===== src/hw/qu_pkg.sv =====
// Purpose: Shared constants and types for the quad serial channel block
// Assumes: 200 MHz system clock, synchronous active-high reset
// Notes: Control bits arrive as plain ports, no register bus
package qu_pkg;
    localparam int NUM_CH = 4;
    localparam int DATA_W = 8;
    localparam int FIFO_DEPTH = 16;
    localparam int FIFO_AW = 4;
    localparam int CLK_HZ = 200_000_000;
    localparam int MAX_BAUD_HZ = 1_500_000;
    // Sixteen oversample ticks per bit
    localparam int OVS = 16;
    localparam int OVS_DIV_MIN = CLK_HZ / (MAX_BAUD_HZ * OVS);
    localparam logic [15:0] DIV_RST = 16'h0008;
    // Modem control field positions
    localparam int MCR_DTR_BIT = 0;
    localparam int MCR_RTS_BIT = 1;
    localparam int MCR_INTEN_BIT = 3;
    localparam int MCR_LOOP_BIT = 4;
    // Modem status field positions
    localparam int MSR_CTS_BIT = 4;
    localparam int MSR_DSR_BIT = 5;
    localparam int MSR_RI_BIT = 6;
    localparam int MSR_CD_BIT = 7;
    localparam int MSR_DRI_BIT = 2;
    localparam logic [1:0] SEL_A = 2'h0;
    localparam logic [1:0] SEL_B = 2'h1;
    localparam logic [1:0] SEL_C = 2'h2;
    localparam logic [1:0] SEL_D = 2'h3;
    localparam logic [3:0] OVS_LAST = 4'hf;
    localparam logic [3:0] OVS_MID = 4'h7;
    localparam logic [3:0] BITS_DATA = 4'h8;

    typedef struct packed {
        logic [DATA_W-1:0] data;
        logic perr;
    } qu_rx_word_t;

    typedef struct packed {
        logic parity_en;
        logic parity_odd;
        logic two_stop;
        logic tx_enable;
    } qu_line_cfg_t;

    typedef enum logic [3:0] {
        TX_IDLE = 4'b0001,
        TX_START = 4'b0010,
        TX_DATA = 4'b0100,
        TX_STOP = 4'b1000
    } qu_tx_state_t;

    typedef enum logic [3:0] {
        RX_IDLE = 4'b0001,
        RX_START = 4'b0010,
        RX_DATA = 4'b0100,
        RX_STOP = 4'b1000
    } qu_rx_state_t;

    function automatic logic par_of(input logic [DATA_W-1:0] d, input logic odd);
        par_of = (^d) ^ odd;
    endfunction
endpackage


===== src/hw/qu_fifo.sv =====
// Purpose: Flip-flop FIFO with valid and ready on both sides
// Assumes: One clock, synchronous reset
// Notes: Used for 16-byte queues and the two-entry output buffer
`timescale 1ns/1ps
module qu_fifo #(
    parameter int WIDTH = 8,
    parameter int DEPTH = 16,
    parameter int AW = 4
) (
    input wire logic clock,
    input wire logic srst,
    input wire logic [WIDTH-1:0] in_data,
    input wire logic in_valid,
    output logic in_ready,
    output logic [WIDTH-1:0] out_data,
    output logic out_valid,
    input wire logic out_ready,
    output logic [AW:0] count
);
    logic [WIDTH-1:0] mem_ff [DEPTH];
    logic [AW-1:0] wr_ff, nxt_wr, rd_ff, nxt_rd;
    logic [AW:0] cnt_ff, nxt_cnt;
    logic push, pop;

    always_comb
    begin
        push = in_valid && in_ready;
        pop = out_valid && out_ready;
        nxt_wr = wr_ff;
        nxt_rd = rd_ff;
        nxt_cnt = cnt_ff;
        if (push)
        begin
            nxt_wr = (wr_ff == AW'(DEPTH - 1)) ? '0 : wr_ff + 1'b1;
        end
        if (pop)
        begin
            nxt_rd = (rd_ff == AW'(DEPTH - 1)) ? '0 : rd_ff + 1'b1;
        end
        if (push && !pop)
        begin
            nxt_cnt = cnt_ff + 1'b1;
        end
        else if (pop && !push)
        begin
            nxt_cnt = cnt_ff - 1'b1;
        end
    end

    always_ff @(posedge clock)
    begin
        if (srst)
        begin
            wr_ff <= '0;
            rd_ff <= '0;
            cnt_ff <= '0;
        end
        else
        begin
            wr_ff <= nxt_wr;
            rd_ff <= nxt_rd;
            cnt_ff <= nxt_cnt;
        end
        if (push)
        begin
            mem_ff[wr_ff] <= in_data;
        end
    end

    assign in_ready = (cnt_ff != (AW+1)'(DEPTH));
    assign out_valid = (cnt_ff != '0);
    assign out_data = mem_ff[rd_ff];
    assign count = cnt_ff;
endmodule


===== src/hw/qu_channel.sv =====
// Purpose: One serial channel: framing, FIFOs, modem lines, bus selection
// Assumes: Inputs synchronous to clock; divisor gives the 16x tick rate
// Notes: One instance per channel; CH picks its select and address
`timescale 1ns/1ps
module qu_channel
    import qu_pkg::*;
#(
    parameter int CH = 0
) (
    input wire logic clock,
    input wire logic srst,
    input wire logic bus_mode_individual,
    input wire logic [NUM_CH-1:0] chip_select_n,
    input wire logic shared_chip_select_n,
    input wire logic [1:0] channel_address_bits,
    input wire logic interrupt_mode_select_pin,
    input wire logic [15:0] baud_divisor,
    input wire qu_line_cfg_t line_cfg,
    input wire logic [7:0] modem_control_register,
    input wire logic [DATA_W-1:0] tx_wdata,
    input wire logic tx_wvalid,
    output logic tx_wready,
    output qu_rx_word_t rx_rdata,
    output logic rx_rvalid,
    input wire logic rx_rready,
    input wire logic msr_read,
    output logic [7:0] modem_status_register,
    input wire logic serial_in,
    input wire logic ring_indicator_n,
    input wire logic clear_to_send_n,
    input wire logic data_set_ready_n,
    input wire logic carrier_detect_n,
    output logic serial_out,
    output logic request_to_send_n,
    output logic data_terminal_ready_n,
    output logic irq_out,
    output logic irq_oe,
    output logic selected
);
    logic [15:0] div_ff, nxt_div;
    logic tick;
    qu_tx_state_t tx_st_ff, nxt_tx_st;
    logic [3:0] tx_ovs_ff, nxt_tx_ovs, tx_bit_ff, nxt_tx_bit;
    logic [DATA_W:0] tx_sh_ff, nxt_tx_sh;
    logic tx_out_ff, nxt_tx_out;
    qu_rx_state_t rx_st_ff, nxt_rx_st;
    logic [3:0] rx_ovs_ff, nxt_rx_ovs, rx_bit_ff, nxt_rx_bit;
    logic [DATA_W:0] rx_sh_ff, nxt_rx_sh;
    logic ri_ff, nxt_ri, dri_ff, nxt_dri;
    logic rts_ff, dtr_ff, irq_ff, oe_ff, sel_ff;
    logic nxt_sel;
    logic [7:0] msr_ff, nxt_msr;
    logic [DATA_W-1:0] txq_data;
    logic txq_valid, txq_ready;
    qu_rx_word_t rxw, rxq_data;
    logic rxw_valid, rxq_valid, rxq_ready;
    logic rx_line, tx_rdy_for_bit;
    logic [4:0] txq_cnt, rxq_cnt;

    // Tx queue: sixteen bytes
    qu_fifo #(.WIDTH(DATA_W), .DEPTH(FIFO_DEPTH), .AW(FIFO_AW)) u_txq (
        .clock(clock), .srst(srst),
        .in_data(tx_wdata), .in_valid(tx_wvalid), .in_ready(tx_wready),
        .out_data(txq_data), .out_valid(txq_valid), .out_ready(txq_ready),
        .count(txq_cnt)
    );
    // Rx queue: sixteen bytes plus error flag
    qu_fifo #(.WIDTH(DATA_W+1), .DEPTH(FIFO_DEPTH), .AW(FIFO_AW)) u_rxq (
        .clock(clock), .srst(srst),
        .in_data(rxw), .in_valid(rxw_valid), .in_ready(),
        .out_data(rxq_data), .out_valid(rxq_valid), .out_ready(rxq_ready),
        .count(rxq_cnt)
    );
    // Two-entry buffer towards the reader
    qu_fifo #(.WIDTH(DATA_W+1), .DEPTH(2), .AW(1)) u_obuf (
        .clock(clock), .srst(srst),
        .in_data(rxq_data), .in_valid(rxq_valid), .in_ready(rxq_ready),
        .out_data(rx_rdata), .out_valid(rx_rvalid), .out_ready(rx_rready),
        .count()
    );

    // Oversample tick divider
    always_comb
    begin
        tick = (div_ff == 16'h0001) || (baud_divisor <= 16'h0001);
        nxt_div = (tick || div_ff == '0) ? baud_divisor : div_ff - 1'b1;
    end

    // Loopback: pin ignored, own output feeds receiver
    assign rx_line = modem_control_register[MCR_LOOP_BIT] ? tx_out_ff : serial_in;
    assign tx_rdy_for_bit = tick && (tx_ovs_ff == OVS_LAST);

    // Transmitter, no modem line in its path
    always_comb
    begin
        nxt_tx_st = tx_st_ff;
        nxt_tx_ovs = tick ? tx_ovs_ff + 1'b1 : tx_ovs_ff;
        nxt_tx_bit = tx_bit_ff;
        nxt_tx_sh = tx_sh_ff;
        nxt_tx_out = tx_out_ff;
        txq_ready = 1'b0;
        case (tx_st_ff)
            TX_IDLE:
            begin
                nxt_tx_out = 1'b1;
                nxt_tx_ovs = '0;
                if (txq_valid && line_cfg.tx_enable)
                begin
                    txq_ready = 1'b1;
                    nxt_tx_sh = {par_of(txq_data, line_cfg.parity_odd), txq_data};
                    nxt_tx_out = 1'b0;
                    nxt_tx_st = TX_START;
                end
            end
            TX_START:
            begin
                if (tx_rdy_for_bit)
                begin
                    nxt_tx_out = tx_sh_ff[0];
                    nxt_tx_sh = {1'b1, tx_sh_ff[DATA_W:1]};
                    nxt_tx_bit = '0;
                    nxt_tx_st = TX_DATA;
                end
            end
            TX_DATA:
            begin
                if (tx_rdy_for_bit)
                begin
                    nxt_tx_bit = tx_bit_ff + 1'b1;
                    nxt_tx_out = tx_sh_ff[0];
                    nxt_tx_sh = {1'b1, tx_sh_ff[DATA_W:1]};
                    // Parity bit sits after data when enabled
                    if (tx_bit_ff == BITS_DATA - 1'b1 && !line_cfg.parity_en)
                    begin
                        nxt_tx_out = 1'b1;
                        nxt_tx_bit = '0;
                        nxt_tx_st = TX_STOP;
                    end
                    else if (tx_bit_ff == BITS_DATA)
                    begin
                        nxt_tx_out = 1'b1;
                        nxt_tx_bit = '0;
                        nxt_tx_st = TX_STOP;
                    end
                end
            end
            TX_STOP:
            begin
                nxt_tx_out = 1'b1;
                if (tx_rdy_for_bit)
                begin
                    nxt_tx_bit = tx_bit_ff + 1'b1;
                    if (tx_bit_ff == {3'h0, line_cfg.two_stop})
                    begin
                        nxt_tx_st = TX_IDLE;
                    end
                end
            end
            default:
            begin
                nxt_tx_st = TX_IDLE;
            end
        endcase
    end

    // Receiver, sampling at mid-bit
    always_comb
    begin
        nxt_rx_st = rx_st_ff;
        nxt_rx_ovs = tick ? rx_ovs_ff + 1'b1 : rx_ovs_ff;
        nxt_rx_bit = rx_bit_ff;
        nxt_rx_sh = rx_sh_ff;
        rxw = '{data: rx_sh_ff[DATA_W-1:0], perr: 1'b0};
        rxw_valid = 1'b0;
        case (rx_st_ff)
            RX_IDLE:
            begin
                nxt_rx_ovs = '0;
                if (!rx_line)
                begin
                    nxt_rx_st = RX_START;
                end
            end
            RX_START:
            begin
                if (tick && rx_ovs_ff == OVS_MID)
                begin
                    nxt_rx_ovs = '0;
                    nxt_rx_bit = '0;
                    nxt_rx_st = rx_line ? RX_IDLE : RX_DATA;
                end
            end
            RX_DATA:
            begin
                if (tick && rx_ovs_ff == OVS_LAST)
                begin
                    nxt_rx_sh = {rx_line, rx_sh_ff[DATA_W:1]};
                    nxt_rx_bit = rx_bit_ff + 1'b1;
                    if ((rx_bit_ff == BITS_DATA - 1'b1 && !line_cfg.parity_en)
                        || rx_bit_ff == BITS_DATA)
                    begin
                        nxt_rx_st = RX_STOP;
                    end
                end
            end
            RX_STOP:
            begin
                if (tick && rx_ovs_ff == OVS_LAST)
                begin
                    nxt_rx_st = RX_IDLE;
                    rxw_valid = 1'b1;
                    if (line_cfg.parity_en)
                    begin
                        rxw.data = rx_sh_ff[DATA_W-1:0];
                        rxw.perr = par_of(rx_sh_ff[DATA_W-1:0], line_cfg.parity_odd)
                            != rx_sh_ff[DATA_W];
                    end
                    else
                    begin
                        rxw.data = rx_sh_ff[DATA_W:1];
                    end
                end
            end
            default:
            begin
                nxt_rx_st = RX_IDLE;
            end
        endcase
    end

    // Modem status and selection
    always_comb
    begin
        nxt_ri = ring_indicator_n;
        // Set wins over clear by read
        nxt_dri = (!ri_ff && ring_indicator_n) || (dri_ff && !msr_read);
        nxt_msr = '0;
        nxt_msr[MSR_CTS_BIT] = !clear_to_send_n;
        nxt_msr[MSR_DSR_BIT] = !data_set_ready_n;
        nxt_msr[MSR_RI_BIT] = !ring_indicator_n;
        nxt_msr[MSR_CD_BIT] = !carrier_detect_n;
        nxt_msr[MSR_DRI_BIT] = nxt_dri;
        if (bus_mode_individual)
        begin
            nxt_sel = !chip_select_n[CH];
        end
        else
        begin
            nxt_sel = !shared_chip_select_n
                && (channel_address_bits == 2'(CH));
        end
    end

    always_ff @(posedge clock)
    begin
        if (srst)
        begin
            div_ff <= DIV_RST;
            tx_st_ff <= TX_IDLE;
            tx_ovs_ff <= '0;
            tx_bit_ff <= '0;
            tx_sh_ff <= '0;
            tx_out_ff <= 1'b1;
            rx_st_ff <= RX_IDLE;
            rx_ovs_ff <= '0;
            rx_bit_ff <= '0;
            rx_sh_ff <= '0;
            ri_ff <= 1'b1;
            dri_ff <= 1'b0;
            msr_ff <= '0;
            rts_ff <= 1'b1;
            dtr_ff <= 1'b1;
            irq_ff <= 1'b0;
            oe_ff <= 1'b0;
            sel_ff <= 1'b0;
        end
        else
        begin
            div_ff <= nxt_div;
            tx_st_ff <= nxt_tx_st;
            tx_ovs_ff <= nxt_tx_ovs;
            tx_bit_ff <= nxt_tx_bit;
            tx_sh_ff <= nxt_tx_sh;
            tx_out_ff <= line_cfg.tx_enable ? nxt_tx_out : 1'b1;
            rx_st_ff <= nxt_rx_st;
            rx_ovs_ff <= nxt_rx_ovs;
            rx_bit_ff <= nxt_rx_bit;
            rx_sh_ff <= nxt_rx_sh;
            ri_ff <= nxt_ri;
            dri_ff <= nxt_dri;
            msr_ff <= nxt_msr;
            rts_ff <= !modem_control_register[MCR_RTS_BIT];
            dtr_ff <= !modem_control_register[MCR_DTR_BIT];
            irq_ff <= nxt_dri || rxq_valid;
            // Shared mode or pin high keeps enable on; individual mode with pin low lets bit 3 gate it
            oe_ff <= !bus_mode_individual || interrupt_mode_select_pin
                || modem_control_register[MCR_INTEN_BIT];
            sel_ff <= nxt_sel;
        end
    end

    assign serial_out = tx_out_ff;
    assign request_to_send_n = rts_ff;
    assign data_terminal_ready_n = dtr_ff;
    assign modem_status_register = msr_ff;
    assign irq_out = irq_ff;
    assign irq_oe = oe_ff;
    assign selected = sel_ff;
endmodule


===== config.mk =====
export PLATFORM = sky130hd
export DESIGN_NAME = qu_channel
export DESIGN_NICKNAME = d
export VERILOG_FILES = /design/src/hw/qu_pkg.sv /design/src/hw/qu_fifo.sv /design/src/hw/qu_channel.sv
export SDC_FILE = /design/constraint.sdc
export NUM_CORES = 1
export LEC_CHECK = 0
export BUFFER_PORTS_ARGS = -buffer_cell sky130_fd_sc_hd__buf_2
export CAP_MARGIN = 20
export CORE_UTILIZATION = 60
export DETAILED_ROUTE_END_ITERATION = 16
export PLACE_DENSITY = 0.78
export SYNTH_ARGS = -nofsm -noshare
export SYNTH_HDL_FRONTEND = slang
export SYNTH_SLANG_ARGS = --single-unit

===== constraint.sdc =====
create_clock -name clock -period 9 [get_ports clock]
set_clock_uncertainty 0.05 [all_clocks]
set_input_delay 0 -clock clock [delete_from_list [all_inputs] [get_ports clock]]
set_output_delay 0 -clock clock [all_outputs]
set_load 0.02 [all_outputs]

==> impl_metrics.csv <==
group,metric,value,unit
outcome,outcome,"completed",
synth,syn_inst,1068,
worst_setup_path,cpMaxStageDelayCell,"or4b_4",
worst_setup_path,worst_ep_required_time,9.39,ns
placement,place_congestion,0.787,
sta,setup_viol,0,
synth,synth_edf_count,290,
cells_and_area,syn2layout_area_growth,13.4,%
sta,slew-limit-headroom,35.7,%
floorplan,die_w,168,um
placement,dp_hpwl,19.6,mm
sta,finalCritPeriodShare,46.9,%
synth,synthArstFlopShare,0,%
worst_setup_path,path_class,"flip-flop to flip-flop",
route,drc_errors,0,
synth,synth.top_cells.by_count,"290 x edfxtp_1, 109 x dfxtp_1, 99 x nor2_1",
route,first_pass_iters,6,
worst_setup_path,r2r-end,"u_rxq.count[4]",
cells_and_area,nNetsFinal,1269,
worst_setup_path,worstSetupStartpoint,"div_ff[6]",
route,avgViaCountPerCell,6.01,
route,wl_per_cell,20.2,um
grt,grt_overflow,0,
worst_setup_path,r2r-start,"div_ff[6]",
floorplan,fp-row-count,60,
worst_setup_path,path_max_fanout,17,
floorplan,dieHeight,168,um
sta,hold_violations,0,
cts,cts.path.max_buffers,3,
synth,synth.area.top_cells,"edfxtp_1 52%, dfxtp_1 13%, mux4_2 8.9%",
route,num_vias,9339,
cts,cts_tree,"done",
worst_setup_path,r2r_slack,4.78,ns
worst_setup_path,reg2reg_depth,13,
route,drt_wl_total,31.3,mm
worst_setup_path,end_kind,"flip-flop",
sta,slew_viol_final,0,
cells_and_area,antenna_cells,0,
floorplan,io_pins,80,
floorplan,coreArea,0.0270,mm2
synth,synth_most_common_cell,"edfxtp_1",
cells_and_area,post_route_cells_drive_above_1_share,20.4,%
sta,rsz0062_at_grt,"false",
power_and_ir_drop,p_per_area,247,mW/mm2
worst_setup_path,cpPeakStageDelay,0.77,ns
cts,cts_made_buffers,41,
synth,yosysTopAreaCellShare,52.4,%
grt,grt_usage,22.8,%
synth,yosysWarnings,0,
synth,netlist_area,0.0166,mm2
cts,clkTransAtPathRegs,0.06,ns
worst_hold_path,hold_class,"input pin to flip-flop",
grt,grt_pass1_wl,49.8,mm
synth,yosysTopAreaCell,"edfxtp_1",
cts,worst_skew_pair.late_latency,0.54,ns
cts,cts_num_sinks,399,
route,drt_iter0_drc,722,
floorplan,die-area,0.0284,mm2
worst_setup_path,startpoint_type,"flip-flop",
synth,synthDistinctLibCells,67,
synth,synth.avg_cell_area,15.6,um2
cts,cts_root_buf,"clkbuf_16",
worst_setup_path,crit_path_end,"u_rxq.count[4]",
worst_setup_path,cp_cell_sequence,"or3_4 > nor4_4 > a41oi_2 > or4b_4 > inv_1 > ha_1 > inv_1 > fa_1 > a21o_1 > a21oi_1 > xnor2_1 > or3_1 > a21oi_1",
synth,synth-seq-cells,399,
sta,max_freq,0.237,GHz
grt,antenna_found_initial,0,
power_and_ir_drop,p_leak,6.01,nW
placement,place_inst,1438,
cts,h-tree-depth,2,
synth,ys.flop_type,"edfxtp_1",
sta,worstMarginPinSlew,0.964,ns
run,cap_violations,0,
cells_and_area,fin_cells,1553,
power_and_ir_drop,ir_worst_vdd,0.000195,V
cells_and_area,fillers,1679,
floorplan,start_util,61.5,%
grt,grt_pass1_vias,9412,
sta,tns,0,ns
placement,portBuffers,69,
grt,grt_max_degree,95,
route,final_antenna_net_count,0,
sta,period_minus_slack,4.22,ns
worst_setup_path,critPathArrivalTime,4.62,ns
synth,yosysSeqAreaShare,65.5,%
cell families (layout without fill, tap and decap cells):
group,count (synthesis),count (layout),synth area share [%]
and+or+nand+nor,276,276,8.38
buffers and inverters,72,214,2.30
adders and majority gates,30,30,2.35
muxes,120,120,13.8
other,1,3,0.0226
AOI/OAI and AO/OA,120,120,4.71
DFF,399,399,65.5
xor gates and xnor gates,50,50,2.89
flip-flops by register name (all words and copies together) (netlist names), 2 cells and up, named ones only:
name,count
u_rxq.mem_ff,144
u_txq.mem_ff,128
u_obuf.mem_ff,18
div_ff,16
rx_sh_ff,9
tx_sh_ff,9
modem_status_register,5
u_rxq.count,5
u_txq.count,5
rx_bit_ff,4
rx_ovs_ff,4
rx_st_ff,4
tx_bit_ff,4
tx_ovs_ff,4
tx_st_ff,4
u_rxq.rd_ff,4
u_rxq.wr_ff,4
u_txq.rd_ff,4
u_txq.wr_ff,4
u_obuf.count,2
worst max-delay path: cells and delay by family, from the launching register on:
family	cells	cell delay, ns
buf+inv	2	0.20
fa+ha+maj	2	0.61
simple gates	4	1.82
xor+xnor	1	0.11
flops	1	0.33
compound gates	4	1.01
through the flow:
stage	hold slack [ns]	cell area (um2)	worst slack (ns)	utilization (%)	total power, W
2_1_floorplan	0.0224	16600	5.46	-	0.00291
3_3_place_gp	0.107	17200	4.90	63.6	0.00305
3_5_place_dp	0.108	17200	4.79	63.6	0.00308
4_1_cts	0.00529	18800	4.79	69.6	0.00467
5_1_grt	0.0319	18900	4.49	69.8	0.00484
6_report	0.0126	18900	4.78	69.8	0.00465
area by class of cell:
cell class                 instances  area (um2)  share of cell area (%)
tap                              341         427                    2.26
timing repair buffer             122         855                    4.53
multi-input combinational        599        5370                    28.5
sequential                       399       10900                    57.8
clock inverter                    20         154                   0.816
inverter                          21        78.8                   0.418
clock buffer                      51        1070                    5.69
metal layers:
layer	global-route usage [%]	part of all wire (%)	vias up
li1	-	-	4345
met1	27.0	40	4690
met5	0	0	-
met2	42.6	54	251
met3	3.57	4.3	53
met4	6.52	1.7	0
how the worst min path moves through the flow:
stage | cells after the start | from | end
finish | 4 | line_cfg[3] | u_rxq.mem_ff[11][0]
global route | 4 | line_cfg[3] | u_rxq.mem_ff[8][0]
CTS | 4 | line_cfg[3] | u_rxq.mem_ff[10][0]
detailed placement | 2 | data_set_ready_n | modem_status_register[5]
global placement | 2 | data_set_ready_n | modem_status_register[5]
floorplan | 1 | clear_to_send_n | modem_status_register[4]
power by group:
part           total (W)  switching [W]  internal, W
Clock            0.00158       0.000675     0.000902
Sequential       0.00216      0.0000859      0.00207
Combinational   0.000916       0.000479     0.000437
placed cells by master (no fill, tap or decap), types with 10 or more instances in the layout:
cell type and instances:
a211oi_1 22, a21oi_1 43, and2_1 17, buf_2 70
buf_4 10, clkbuf_16 41, dfxtp_1 107, dlygate4sd3_1 39
edfxtp_1 290, ha_1 28, inv_1 21, mux2_2 19
mux2i_1 20, mux4_1 15, mux4_2 66, nand2_1 45
nand3_1 21, nor2_1 99, nor3_1 21, nor4_1 13
o21ai_0 18, xnor2_1 25, xor2_1 22
repair_timing:
| item | in CTS | in global routing |
|---|---|---|
| buffers inserted | 0 | 0 |
| resized for setup | 0 | 0 |
| endpoints found under the hold margin | 165 | 0 |
| hold buffers | 39 | 0 |
(Power assumes the default switching activity.)
